## config.mk

```make
export PLATFORM = sky130hd
export DESIGN_NAME = cca_regs
export DESIGN_NICKNAME = d
export VERILOG_FILES = /design/src/hdl/cca_channel.v /design/src/hdl/cca_regs.v /design/src/hdl/cca_sync.v
export VERILOG_INCLUDE_DIRS = /design/src /design/src/include
export SDC_FILE = /design/constraint.sdc
export NUM_CORES = 1
export LEC_CHECK = 0
export BUFFER_PORTS_ARGS = -buffer_cell sky130_fd_sc_hd__buf_2
export CELL_PAD_IN_SITES_DETAIL_PLACEMENT = 0
export CELL_PAD_IN_SITES_GLOBAL_PLACEMENT = 1
export CORE_MARGIN = 2
export CORE_UTILIZATION = 30
export DETAILED_ROUTE_END_ITERATION = 6
export GPL_ROUTABILITY_DRIVEN = 0
export PLACE_DENSITY = 0.52
export SLEW_MARGIN = 5
export SYNTH_ARGS = -nofsm -noshare
export SYNTH_HDL_FRONTEND = slang
export SYNTH_SLANG_ARGS = --single-unit
```

## constraint.sdc

```tcl
create_clock -name CLOCK -period 6.7 [get_ports CLOCK]
set_input_delay 0.67 -clock CLOCK [delete_from_list [all_inputs] [get_ports CLOCK]]
set_output_delay 0.67 -clock CLOCK [all_outputs]
set_load 0.1 [all_outputs]
```

## src/include/cca_defines.vh

```
// Constants for the counter array register block.
// Assumes an 8-bit special-function-register bus with byte addresses.
`ifndef CCA_DEFINES_VH
`define CCA_DEFINES_VH

// ======================================
// Register byte addresses
`define CCA_ADDR_MOD1_LO   8'he9
`define CCA_ADDR_MOD1_HI   8'hea
`define CCA_ADDR_MOD2_LO   8'heb
`define CCA_ADDR_MOD2_HI   8'hec
`define CCA_ADDR_CNT_LO    8'hf9
`define CCA_ADDR_CNT_HI    8'hfa
`define CCA_ADDR_MOD0_LO   8'hfb
`define CCA_ADDR_MOD0_HI   8'hfc
`define CCA_ADDR_CTRL      8'hd8
`define CCA_ADDR_MODE0     8'hd9
`define CCA_ADDR_MODE1     8'hda
`define CCA_ADDR_MODE2     8'hdb
`define CCA_ADDR_PMCTL     8'hdc
`define CCA_ADDR_MODE5     8'hdd
`define CCA_ADDR_STATUS    8'hde

// ======================================
// Reset values
`define CCA_RST_BYTE       8'h00
`define CCA_RST_WORD       16'h0000
`define CCA_RST_CTRL       8'h00

// ======================================
// Control register fields
`define CCA_CTRL_RUN       0
`define CCA_CTRL_WATCHDOG_ENABLE      6

// ======================================
// Pulse modulation control fields
`define CCA_PM_AUTO_RELOAD_SELECT       6
`define CCA_PM_WSEL_HI     1
`define CCA_PM_WSEL_LO     0

// ======================================
// Module mode register fields
`define CCA_MODE_S16       7
`define CCA_MODE_ECOM      6
`define CCA_MODE_CAPP      5
`define CCA_MODE_CAPN      4
`define CCA_MODE_MAT       3
`define CCA_MODE_TOG       2
`define CCA_MODE_PM        1
`define CCA_MODE_IRQEN     0

// ======================================
// Pulse modulation resolution masks
`define CCA_MASK_8         16'h00ff
`define CCA_MASK_9         16'h01ff
`define CCA_MASK_10        16'h03ff
`define CCA_MASK_11        16'h07ff
`define CCA_MASK_16        16'hffff

`endif

```

## src/hdl/cca_channel.v

```verilog
// One capture/compare module: mode, value, auto-reload, flag and pin.
// Assumes write strobes are already decoded and gated by the parent.
`timescale 1ns/100ps
`default_nettype none
`include "cca_defines.vh"

module cca_channel (
    // Clock and reset
    input  wire        clk,
    input  wire        rst_n,
    // Counter
    input  wire [15:0] count,
    input  wire        tick,
    // Register writes
    input  wire [7:0]  wdata,
    input  wire        wr_mode,
    input  wire        wr_low,
    input  wire        wr_high,
    input  wire        auto_reload_select,
    input  wire [1:0]  wsel,
    input  wire        flag_clr,
    // Capture edges
    input  wire        cap_rise,
    input  wire        cap_fall,
    // State
    output reg  [7:0]  mode_reg,
    output wire [7:0]  rd_low,
    output wire [7:0]  rd_high,
    output reg         flag_reg,
    output reg         pin_reg
);

    reg  [15:0] value_reg;
    reg  [15:0] reload_reg;
    reg  [15:0] mask;
    reg         flag_set;
    wire        s16   = mode_reg[`CCA_MODE_S16];
    wire        ecom  = mode_reg[`CCA_MODE_ECOM];
    wire        pm    = mode_reg[`CCA_MODE_PM];
    wire        tog   = mode_reg[`CCA_MODE_TOG];
    wire        freq  = pm & tog;
    wire        match = tick & ecom & (count == value_reg);
    wire        fmatch = tick & ecom & (count[7:0] == value_reg[7:0]);
    wire        wrap  = tick & ((count & mask) == mask);
    wire        capt  = (cap_rise & mode_reg[`CCA_MODE_CAPP]) |
                        (cap_fall & mode_reg[`CCA_MODE_CAPN]);

    assign rd_low  = auto_reload_select ? reload_reg[7:0]  : value_reg[7:0]; // RL12
    assign rd_high = auto_reload_select ? reload_reg[15:8] : value_reg[15:8]; // RL12

    always @* begin
        if (s16) begin
            mask = `CCA_MASK_16; // RL2
        end else begin
            case (wsel)
                2'd0:    mask = `CCA_MASK_8;
                2'd1:    mask = `CCA_MASK_9;
                2'd2:    mask = `CCA_MASK_10;
                default: mask = `CCA_MASK_11;
            endcase
        end
        flag_set = capt | (match & mode_reg[`CCA_MODE_MAT]);
    end

    always @(posedge clk or negedge rst_n) begin
        if (!rst_n) begin
            mode_reg   <= `CCA_RST_BYTE;
            value_reg  <= `CCA_RST_WORD;
            reload_reg <= `CCA_RST_WORD;
            flag_reg   <= 1'b0;
            pin_reg    <= 1'b0;
        end else begin
            if (wr_mode) begin
                mode_reg <= wdata;
            end
            // Reload happens before bus writes so software wins
            if (pm && !freq && !s16 && wrap) begin
                if (wsel == 2'd0) begin
                    value_reg[7:0] <= value_reg[15:8];
                end else begin
                    value_reg <= (value_reg & ~mask) |
                                 (reload_reg & mask); // RL11
                end
            end
            if (freq && fmatch) begin
                value_reg[7:0] <= value_reg[7:0] + value_reg[15:8]; // RL3
            end
            if (capt) begin
                value_reg <= count;
            end
            if (wr_low) begin
                if (auto_reload_select) begin
                    reload_reg[7:0] <= wdata; // RL11
                end else begin
                    value_reg[7:0]            <= wdata; // RL10
                    mode_reg[`CCA_MODE_ECOM] <= 1'b0; // RL13
                end
            end
            if (wr_high) begin
                if (auto_reload_select) begin
                    reload_reg[15:8] <= wdata; // RL11
                end else begin
                    value_reg[15:8]           <= wdata; // RL10
                    mode_reg[`CCA_MODE_ECOM] <= 1'b1; // RL14
                end
            end
            // Hardware set beats a same-cycle clear
            if (flag_set) begin
                flag_reg <= 1'b1;
            end else if (flag_clr) begin
                flag_reg <= 1'b0;
            end
            if (freq) begin
                if (fmatch) begin
                    pin_reg <= ~pin_reg; // RL3
                end
            end else if (pm) begin
                pin_reg <= ecom &
                           ((count & mask) >= (value_reg & mask)); // RL1 RL2
            end else if (tog && match) begin
                pin_reg <= ~pin_reg;
            end
        end
    end

endmodule
`default_nettype wire

```

## src/hdl/cca_regs.v

```verilog
// Register side of the counter array: counter, snapshot, three modules.
// Assumes a single-cycle SFR bus; read data appears one clock after SFR_RD.
`timescale 1ns/100ps
`default_nettype none
`include "cca_defines.vh"

// Notes on behaviour
// RL1 - Pulse mode drives modulated wave on pin
// RL2 - Select bit picks 8-11 or 16-bit resolution
// RL3 - Pulse plus toggle gives frequency output
// RL4 - Flag requests interrupt only when enabled
// RL5 - Watchdog locks module 5 mode register
// RL6 - Watchdog blocks counter low byte writes
// RL7 - Watchdog blocks counter high byte writes
// RL8 - Sixteen-bit counter, two byte addresses
// RL9 - High byte reads snapshot taken on low read
// RL10 - Each module holds sixteen-bit value bytes
// RL11 - Reload value reachable in 9-11 bit mode
// RL12 - Reload select steers value byte accesses
// RL13 - Low value write clears comparator enable
// RL14 - High value write sets comparator enable
// RL15 - Locked writes vanish without side effects
// RL16 - Software reads low byte before high
module cca_regs #(
    parameter NMOD = 3
) (
    // Clock and reset
    input  wire            CLOCK,
    input  wire            RST_N,
    // SFR bus
    input  wire [7:0]      SFR_ADDR,
    input  wire            SFR_WR,
    input  wire            SFR_RD,
    input  wire [7:0]      SFR_WDATA,
    output reg  [7:0]      SFR_RDATA,
    // Module pins
    input  wire [NMOD-1:0] CAPTURE_IN,
    output reg  [NMOD-1:0] MODULE_OUTPUT_PIN,
    // Events
    output reg             IRQ,
    output reg             WDT_TIMEOUT
);

    // ======================================
    // Address decode
    function [NMOD-1:0] dec_low;
        input [7:0] a;
        begin
            dec_low = {a == `CCA_ADDR_MOD2_LO,
                       a == `CCA_ADDR_MOD1_LO,
                       a == `CCA_ADDR_MOD0_LO};
        end
    endfunction

    function [NMOD-1:0] dec_high;
        input [7:0] a;
        begin
            dec_high = {a == `CCA_ADDR_MOD2_HI,
                        a == `CCA_ADDR_MOD1_HI,
                        a == `CCA_ADDR_MOD0_HI};
        end
    endfunction

    function [NMOD-1:0] dec_mode;
        input [7:0] a;
        begin
            dec_mode = {a == `CCA_ADDR_MODE2,
                        a == `CCA_ADDR_MODE1,
                        a == `CCA_ADDR_MODE0};
        end
    endfunction

    // ======================================
    // Registers
    reg  [15:0]     count_reg;
    reg  [7:0]      snap_reg;
    reg  [7:0]      ctrl_reg;
    reg  [7:0]      pmctl_reg;
    reg  [7:0]      mode5_reg;
    reg  [NMOD-1:0] cap_prev_reg;
    reg  [7:0]      rdata_next;

    wire [NMOD-1:0] cap_sync;
    wire [NMOD-1:0] wr_low   = {NMOD{SFR_WR}} & dec_low(SFR_ADDR);
    wire [NMOD-1:0] wr_high  = {NMOD{SFR_WR}} & dec_high(SFR_ADDR);
    wire [NMOD-1:0] wr_mode  = {NMOD{SFR_WR}} & dec_mode(SFR_ADDR);
    wire            wr_stat  = SFR_WR & (SFR_ADDR == `CCA_ADDR_STATUS);
    wire            watchdog_enable     = ctrl_reg[`CCA_CTRL_WATCHDOG_ENABLE];
    wire            auto_reload_select    = pmctl_reg[`CCA_PM_AUTO_RELOAD_SELECT];
    wire [1:0]      wsel     = pmctl_reg[`CCA_PM_WSEL_HI:`CCA_PM_WSEL_LO];
    wire            tick     = ctrl_reg[`CCA_CTRL_RUN];
    // Locked writes are dropped here, before any side effect
    wire            wr_cnt_lo = SFR_WR & !watchdog_enable &
                                (SFR_ADDR == `CCA_ADDR_CNT_LO); // RL6 RL15
    wire            wr_cnt_hi = SFR_WR & !watchdog_enable &
                                (SFR_ADDR == `CCA_ADDR_CNT_HI); // RL7 RL15
    wire            wr_mode5  = SFR_WR & !watchdog_enable &
                                (SFR_ADDR == `CCA_ADDR_MODE5); // RL5 RL15
    wire            rd_cnt_lo = SFR_RD & (SFR_ADDR == `CCA_ADDR_CNT_LO);

    wire [8*NMOD-1:0] mode_bus;
    wire [8*NMOD-1:0] low_bus;
    wire [8*NMOD-1:0] high_bus;
    wire [NMOD-1:0]   flag_bus;
    wire [NMOD-1:0]   pin_bus;
    wire [NMOD-1:0]   irq_bus;

    // ======================================
    // Capture pin synchronisers
    cca_sync #(
        .W (NMOD)
    ) u_sync (
        .clk   (CLOCK),
        .rst_n (RST_N),
        .d     (CAPTURE_IN),
        .q     (cap_sync)
    );

    // ======================================
    // Capture/compare modules
    genvar g;
    generate
        for (g = 0; g < NMOD; g = g + 1) begin : g_mod
            cca_channel u_chan (
                .clk      (CLOCK),
                .rst_n    (RST_N),
                .count    (count_reg),
                .tick     (tick),
                .wdata    (SFR_WDATA),
                .wr_mode  (wr_mode[g]),
                .wr_low   (wr_low[g]),
                .wr_high  (wr_high[g]),
                .auto_reload_select    (auto_reload_select),
                .wsel     (wsel),
                .flag_clr (wr_stat & !SFR_WDATA[g]),
                .cap_rise (cap_sync[g] & !cap_prev_reg[g]),
                .cap_fall (!cap_sync[g] & cap_prev_reg[g]),
                .mode_reg (mode_bus[8*g+7:8*g]),
                .rd_low   (low_bus[8*g+7:8*g]),
                .rd_high  (high_bus[8*g+7:8*g]),
                .flag_reg (flag_bus[g]),
                .pin_reg  (pin_bus[g])
            );
            assign irq_bus[g] = flag_bus[g] &
                                mode_bus[8*g+`CCA_MODE_IRQEN]; // RL4
        end
    endgenerate

    // ======================================
    // Counter, snapshot and control
    always @(posedge CLOCK or negedge RST_N) begin
        if (!RST_N) begin
            count_reg    <= `CCA_RST_WORD;
            snap_reg     <= `CCA_RST_BYTE;
            ctrl_reg     <= `CCA_RST_CTRL;
            pmctl_reg    <= `CCA_RST_BYTE;
            mode5_reg    <= `CCA_RST_BYTE;
            cap_prev_reg <= {NMOD{1'b0}};
            WDT_TIMEOUT  <= 1'b0;
        end else begin
            cap_prev_reg <= cap_sync;
            if (tick) begin
                count_reg <= count_reg + 16'h0001;
            end
            if (wr_cnt_lo) begin
                count_reg[7:0] <= SFR_WDATA; // RL8 RL6
            end
            if (wr_cnt_hi) begin
                count_reg[15:8] <= SFR_WDATA; // RL8 RL7
            end
            // Reading the low byte freezes the high byte for coherence
            if (rd_cnt_lo) begin
                snap_reg <= count_reg[15:8]; // RL9
            end
            if (SFR_WR && SFR_ADDR == `CCA_ADDR_CTRL) begin
                ctrl_reg <= SFR_WDATA;
            end
            if (SFR_WR && SFR_ADDR == `CCA_ADDR_PMCTL) begin
                pmctl_reg <= SFR_WDATA;
            end
            if (wr_mode5) begin
                mode5_reg <= SFR_WDATA; // RL5
            end
            // Module 5 serves as watchdog: expiry on counter wrap
            WDT_TIMEOUT <= watchdog_enable & tick & (count_reg == 16'hffff); // RL5
        end
    end

    // ======================================
    // Read path
    always @* begin
        rdata_next = 8'h00;
        case (SFR_ADDR)
            `CCA_ADDR_CNT_LO:  rdata_next = count_reg[7:0]; // RL8
            `CCA_ADDR_CNT_HI:  rdata_next = snap_reg; // RL9
            `CCA_ADDR_MOD0_LO: rdata_next = low_bus[7:0];
            `CCA_ADDR_MOD0_HI: rdata_next = high_bus[7:0];
            `CCA_ADDR_MOD1_LO: rdata_next = low_bus[15:8];
            `CCA_ADDR_MOD1_HI: rdata_next = high_bus[15:8];
            `CCA_ADDR_MOD2_LO: rdata_next = low_bus[23:16];
            `CCA_ADDR_MOD2_HI: rdata_next = high_bus[23:16];
            `CCA_ADDR_MODE0:   rdata_next = mode_bus[7:0];
            `CCA_ADDR_MODE1:   rdata_next = mode_bus[15:8];
            `CCA_ADDR_MODE2:   rdata_next = mode_bus[23:16];
            `CCA_ADDR_MODE5:   rdata_next = mode5_reg;
            `CCA_ADDR_CTRL:    rdata_next = ctrl_reg;
            `CCA_ADDR_PMCTL:   rdata_next = pmctl_reg;
            `CCA_ADDR_STATUS:  rdata_next = {{(8-NMOD){1'b0}}, flag_bus};
            default:           rdata_next = 8'h00;
        endcase
    end

    always @(posedge CLOCK or negedge RST_N) begin
        if (!RST_N) begin
            SFR_RDATA         <= 8'h00;
            MODULE_OUTPUT_PIN <= {NMOD{1'b0}};
            IRQ               <= 1'b0;
        end else begin
            if (SFR_RD) begin
                SFR_RDATA <= rdata_next;
            end
            MODULE_OUTPUT_PIN <= pin_bus; // RL1
            IRQ               <= |irq_bus; // RL4
        end
    end

endmodule
`default_nettype wire

```

## src/hdl/cca_sync.v

```verilog
// Two-stage synchroniser for a vector of pin levels.
// Assumes each bit is an independent level from outside the clock domain.
`timescale 1ns/100ps
`default_nettype none

module cca_sync #(
    parameter W = 3
) (
    // Clock and reset
    input  wire         clk,
    input  wire         rst_n,
    // Levels
    input  wire [W-1:0] d,
    output reg  [W-1:0] q
);

    reg [W-1:0] meta_reg;

    always @(posedge clk or negedge rst_n) begin
        if (!rst_n) begin
            meta_reg <= {W{1'b0}};
            q        <= {W{1'b0}};
        end else begin
            meta_reg <= d;
            q        <= meta_reg;
        end
    end

endmodule
`default_nettype wire

```

==> results of run 1 <==
==> layer usage <==
layer,global-route usage,vias up
met1,0.354,5984
met2,0.397,354
met4,0.0724,0
met5,0,-
li1,-,5272
met3,0.0361,71
==> cells by family after synthesis <==
| logic type | share of synthesized area |
|---|---|
| xor gates and xnor gates | 0.0333 |
| and+or+nand+nor | 0.172 |
| DFF | 0.366 |
| adders and majority gates | 0.0706 |
| muxes | 0.120 |
| buffers and inverters | 0.0463 |
| AOI/OAI and AO/OA | 0.191 |
==> worst paths after layout <==
kind                                    startpoint                            to  slack (ns)
worst max register to register        count_reg[0]       g_mod[0].u_chan.pin_reg        3.69
max in group asynchronous                    RST_N                  mode5_reg[5]        5.13
min in group CLOCK                   CAPTURE_IN[0]            u_sync.meta_reg[0]        0.30
worst max-delay path                  count_reg[0]       g_mod[0].u_chan.pin_reg        3.69
worst min register to register  u_sync.meta_reg[2]                   u_sync.q[2]        0.35
worst min-delay path                         RST_N  g_mod[1].u_chan.value_reg[6]        0.22
==> power breakdown <==
part           switching [mW]  internal [mW]  leakage, nW
sequential              0.380           1.35         2.49
clock                   0.519          0.597        0.286
combinational            1.10          0.767         3.41
==> critical path, stage by stage (launching register included) <==
cell and delay (ns):
dfrtp_1 0.64, inv_1 0.37, ha_1 0.42, nand2_1 0.10, or4_4 0.52, nor3_2 0.38, a31oi_1 0.12, and3_1 0.18
o32a_1 0.16
==> per-stage QoR <==
step	hold WS (ns)	util	worst slack (ns)	cell area [µm²]	std cells
after CTS	0.285	0.332	3.77	14600	2030
after global placement	0.332	0.318	3.48	14000	2000
after global routing	0.281	0.332	3.57	14600	2030
after floorplan	0.331	-	4.27	13400	1450
final	0.224	0.332	3.69	14600	2030
after detailed placement	0.336	0.318	3.46	14000	2000
==> Yosys cell counts (5+ instances only) <==
library cell,n,area (µm²)
inv_1,43,161
nor3_1,14,70.1
and2_1,20,125
clkbuf_1,53,199
a211o_1,6,52.6
a21oi_1,72,360
o22ai_1,33,206
nand3_1,35,175
ha_1,70,876
nand2_1,150,563
a22oi_1,18,135
o211ai_1,17,128
xnor2_1,39,342
mux2i_1,60,601
nand2b_1,14,87.6
buf_2,33,165
o21ai_0,105,526
buf_4,7,52.6
a31oi_1,21,131
o21a_1,15,113
a21o_1,19,143
dfrtp_1,196,4900
nor3_2,5,50.1
a311oi_1,5,43.8
nand3b_1,7,52.6
or3_1,11,68.8
nor2_1,82,308
xor2_1,12,105
o221ai_1,6,52.6
nand4_1,20,125
a211oi_1,22,165
nor2b_1,21,131
nor2_2,7,43.8
mux2_2,89,1000
and3_1,15,93.8
a221oi_1,6,52.6
a22o_1,8,70.1
==> final cells by class <==
class | instances | area (µm²) | share of cell area
Multi-Input combinational cell | 1113 | 7880 | 0.539
Sequential cell | 196 | 4910 | 0.335
Tap cell | 592 | 741 | 0.0506
Clock buffer | 19 | 443 | 0.0303
Timing Repair Buffer | 56 | 343 | 0.0234
Inverter | 43 | 161 | 0.0110
Clock inverter | 11 | 154 | 0.0105
==> run summary, run 1 <==
first-pass GRT wire length = 83.8 mm
Max Clock Skew = 0.0144 ns
GRT Overall Usage = 0.251
Critical Path Source Type = register
RSZ-0062 raised after global routing = false
DR pass1 iterations = 5
min Tclk post-route = 3.01 ns
Initial Util = 0.304
CP required = 7.05 ns
DR iter-0 viols = 1128
clk slew on worst S/H paths = 0.08 ns
I/O pin count = 36
Least-Margin Pin Slew = 1.05 ns
Post-Route WL = 58.0 mm
post-synthesis instance area = 0.0134 mm²
fill count = 4687
clock latency on the worst-skew pair = 0.48 ns
PostCTS Resize Cnt = 0
uppermost layer routed = met4
die area = 0.0464 mm²
Max Root-Sink Buffers = 2
CTS H-tree depth = 4
R2R depth = 8
Max Cap Viol = 0
Post-DP HPWL = 40.8 mm
Routed Antenna Nets = 0
cell area power density = 322 mW/mm²
Post-Syn Area per Cell = 9.24 µm²
CTS Buf Count = 17
Slew Viols, Final = 0
WL met3 = 2.78 mm
synthesis-stage register bit count = 196
final count of hold timing violations = 0
Met1 Wirelength = 27.0 mm
Static Leakage = 6.18 nW
hold buffers post-CTS = 0
Ys Warns = 0
vias in the first global route = 11100
setup_tns = 0 ns
Met2 Routed Length = 26.7 mm
TritonCTS clock tree = built
Antenna Cells = 0
fmax = 333 MHz
Seq/Total Area, Yosys = 0.366
clock root buffer = clkbuf_16
status = finished, final reports clean
Die Ht = 215 µm
total gr overflow = 0
CP Capture Type = register
antenna violations before repair = 3
Synth Instances = 1450
Synth async-reset ratio = 1.00
CP arrival = 3.36 ns
kind of critical path = reg -> reg
Post-synth EDFFs = 0
Tightest Hold Check Type = in -> async
syn nets = 1546
buffers inserted by post-CTS timing repair = 0
Synth cell types = 88
Layout area overhead = 9.17%
row count = 77
Via Count = 11700
Max IR drop VDD = 0.167 mV
final worst path period share = 0.449
Slew HR = 0.302
Synth Flop Type = dfrtp_1
commonest non-fill, non-tap cells in the layout = 195 x dfrtp_1, 150 x nand2_1, 103 x o21ai_0, 89 x mux2_2, 81 x nor2_1
Port Buffers = 35
nets = 1523
worst-path fanout max = 6
drt via density = 5.75
final setup fails = 0
Wirelength per Cell = 28.6 µm
core area = 0.0441 mm²
Total Power = 4.72 mW
CTS Sinks = 196
drt drc = 0
largest net degree at the start of global routing = 107
ratio of cells with drive above 1 in the final layout = 0.146
Die W = 215 µm
most common cell after layout, fill and taps aside = dfrtp_1
(Power assumes the default switching activity.)
==> run 2: changes to the inputs <==
--- a/config.mk
+++ b/config.mk
@@ -6,6 +6,7 @@
 export SDC_FILE = /design/constraint.sdc
 export NUM_CORES = 1
 export LEC_CHECK = 0
+export ABC_AREA = 1
 export BUFFER_PORTS_ARGS = -buffer_cell sky130_fd_sc_hd__buf_2
 export CELL_PAD_IN_SITES_DETAIL_PLACEMENT = 0
 export CELL_PAD_IN_SITES_GLOBAL_PLACEMENT = 1
@@ -13,7 +14,7 @@
 export CORE_UTILIZATION = 30
 export DETAILED_ROUTE_END_ITERATION = 6
 export GPL_ROUTABILITY_DRIVEN = 0
-export PLACE_DENSITY = 0.52
+export PLACE_DENSITY = 0.57
 export SLEW_MARGIN = 5
 export SYNTH_ARGS = -nofsm -noshare
 export SYNTH_HDL_FRONTEND = slang
==> constraint.sdc (replaced) <==
create_clock -name CLOCK -period 2.4 [get_ports CLOCK]
set_input_delay 0.24 -clock CLOCK [delete_from_list [all_inputs] [get_ports CLOCK]]
set_output_delay 0.24 -clock CLOCK [all_outputs]
set_load 0.1 [all_outputs]
==> run summary, run 2 <==
status = finished, final reports clean
Met1 Wirelength = 31.0 mm (+15%)
CP required = 2.80 ns (-4.25 ns)
synth top area cells = dfrtp_1 34%, nand2_1 19%, ha_1 6.1%, o21ai_0 5.9%, inv_1 5.5%
CP Capture Type = register
Max IR drop VDD = 0.517 mV (+210%)
area occupied by multi-input gates = 0.00810 mm² (+2.7%)
Met2 Routed Length = 28.8 mm (+8.2%)
largest net degree at the start of global routing = 69 (-36%)
Synth top area share = 0.344 (-0.0224)
final worst path period share = 0.939 (+0.490)
core area = 0.0468 mm² (+6.0%)
setup_tns = 0 ns (unchanged)
fmax = 444 MHz (+33%)
total gr overflow = 0 (unchanged)
Post-DP HPWL = 52.0 mm (+27%)
register area = 0.00491 mm² (about the same)
clk slew on worst S/H paths = 0.09 ns (about the same)
post-synth top area cell = dfrtp_1
CTS Buf Count = 17 (unchanged)
vias in the first global route = 13500 (+22%)
Die Ht = 222 µm (+3.2%)
drt via density = 5.22 (-9.3%)
Max stage delay on crit path = 0.50 ns (-0.14 ns)
Ys Warns = 0 (unchanged)
min Tclk post-route = 2.25 ns (-0.754 ns)
drt drc = 0 (unchanged)
Via Count = 14400 (+23%)
Port Buffers = 35 (unchanged)
worst-path fanout max = 6 (unchanged)
Static Leakage = 8.31 nW (+34%)
final setup fails = 0 (unchanged)
die area = 0.0493 mm² (+6.4%)
clock root buffer = clkbuf_16
CTS Sinks = 196 (unchanged)
Max Root-Sink Buffers = 2 (unchanged)
Synth Instances = 2053 (+42%)
buffers inserted by post-CTS timing repair = 0 (unchanged)
Synth Flop Type = dfrtp_1
Least-Margin Pin Slew = 0.775 ns (-0.272 ns)
Initial Util = 0.305 (+0.00163)
I/O pin count = 36 (unchanged)
Critical Path Source Type = register
Bufs and invs on worst path = 1 (unchanged)
antenna violations before repair = 1 (-2)
Post-synth EDFFs = 0 (unchanged)
row count = 79 (+2.6%)
final core utilization = 0.349 (+0.0174)
Synth top cells by count = 707 x nand2_1, 211 x inv_1, 196 x dfrtp_1
GRT Overall Usage = 0.273 (+0.0228)
fill count = 5135 (+9.6%)
Wirelength per Cell = 24.1 µm (-16%)
TritonCTS clock tree = built
Slew Viols, Final = 0 (unchanged)
Layout area overhead = 14.3%
syn nets = 2149 (+39%)
commonest non-fill, non-tap cells in the layout = 707 x nand2_1, 211 x inv_1, 195 x dfrtp_1, 167 x o21ai_0, 131 x nor2_1
Synth cell types = 43 (-51%)
Slew HR = 0.478 (+0.176)
uppermost layer routed = met4
slowest CP cell = dfrtp_1
RSZ-0062 raised after global routing = false
cell area power density = 642 mW/mm² (+99%)
Routed Antenna Nets = 0 (unchanged)
CTS H-tree depth = 4 (unchanged)
most common cell after layout, fill and taps aside = nand2_1
DR pass1 iterations = 5 (unchanged)
most used cell, CP = nand3_1
Die W = 222 µm (+3.2%)
CP arrival = 2.66 ns (-0.70 ns)
Seq/Total Area, Yosys = 0.344 (-0.0224)
Post-Route WL = 66.4 mm (+14%)
ratio of cells with drive above 1 in the final layout = 0.137 (-0.00950)
DR iter-0 viols = 1611 (+43%)
CP cell instances = buf_4 -> nand2_1 -> nand3_1 -> nor2_2 -> nand3_1 -> nor2_1 -> nand3_1 -> nand3_1 -> a21oi_1
Post-Syn Area per Cell = 6.95 µm² (-25%)
first-pass GRT wire length = 96.7 mm (+15%)
Synth async-reset ratio = 1.00 (unchanged)
final count of hold timing violations = 0 (unchanged)
Tightest Hold Check Type = in -> reg
post-synthesis instance area = 0.0143 mm² (+6.5%)
Max Cap Viol = 0 (unchanged)
Largest delay share family, worst path = simple AND/OR/NAND/NOR gates
nets = 2229 (+46%)
kind of critical path = reg -> reg
Max Clock Skew = 0.0158 ns (+0.00142 ns)
synthesis-stage register bit count = 196 (unchanged)
WL met3 = 4.38 mm (+57%)
most common cell in the netlist = nand2_1
clock latency on the worst-skew pair = 0.52 ns (+0.04 ns)
==> run 2: cell types whose count changed after synthesis, moves of 29 or more <==
cell,before,now
a21oi_1,72,108
inv_1,43,211
mux2_2,89,1
mux2i_1,60,0
nand2_1,150,707
nand3_1,35,115
nor2_1,82,131
o21ai_0,105,167
o21ai_2,1,33
xnor2_1,39,10
==> run 2: kinds of logic after synthesis <==
group	Yosys count	share of synthesized area
multiplexers	1	0.000789
buffers and inverters	305	0.0897
AO/OA/AOI/OAI	383	0.151
AND/OR/NAND/NOR	1071	0.334
adder cells (fa/ha/maj)	73	0.0656
XOR/XNOR	24	0.0147
flip-flops	196	0.344
==> run 2: area by class of cell <==
cell class	instances	area share
multi-input combinational	1552	0.496
inverter	230	0.0531
tap	607	0.0465
clock inverter	15	0.0132
sequential	196	0.301
timing repair buffer	136	0.0640
clock buffer	17	0.0261
antenna	1	0.000153
==> run 2: timing repair <==
item | in CTS | in global routing
gates resized for setup | 0 | 1
endpoints found under the hold margin | 67 | 0
hold buffers | 5 | 0
endpoints found under the setup margin | 0 | 2
==> run 2: path summary, 6_finish.rpt <==
check	from	to	slack, ns	depth (start not counted)
min in group asynchronous	RST_N	SFR_RDATA[6]	0.29	2
worst min-delay path	SFR_WDATA[7]	g_mod[0].u_chan.mode_reg[7]	0.04	3
max in group asynchronous	RST_N	g_mod[1].u_chan.reload_reg[1]	1.42	3
worst max-delay path	pmctl_reg[1]	g_mod[0].u_chan.value_reg[10]	0.15	9
worst min register to register	u_sync.meta_reg[1]	u_sync.q[1]	0.36	0
worst max register to register	pmctl_reg[1]	g_mod[0].u_chan.value_reg[10]	0.15	9
==> run 2: layer usage <==
metal  GRT usage  vias up
met3      0.0366       70
met2       0.410      535
met4       0.103        0
met5           0        -
li1            -     6797
met1       0.397     6976
==> run 2: through the flow <==
step / std cells / worst slack [ns] / instance area, µm² / hold WS, ns / power [mW]
after global placement: 2716 / 0.146 / 15600 / 0.255 / 7.22
after floorplan: 2053 / 0.502 / 14300 / -0.0556 / 5.84
after CTS: 2753 / 0.156 / 16300 / 0.0125 / 10.5
after detailed placement: 2716 / 0.179 / 15600 / 0.257 / 7.20
final: 2754 / 0.147 / 16300 / 0.0406 / 10.5
after global routing: 2753 / 0.0206 / 16300 / 0.0572 / 11.0
==> run 2: worst register-to-register path, stage by stage (launching register included) <==
cell	delay [ns]
dfrtp_1	0.50
buf_4	0.21
nand2_1	0.18
nand3_1	0.14
nor2_2	0.30
nand3_1	0.27
nor2_1	0.27
nand3_1	0.11
nand3_1	0.10
a21oi_1	0.07
==> run 2: power breakdown <==
part	switching [mW]	internal, mW	leakage, nW
sequential	0.364	3.56	2.51
clock	1.64	1.60	0.305
combinational	2.28	1.02	5.49
total	4.28	6.19	8.31
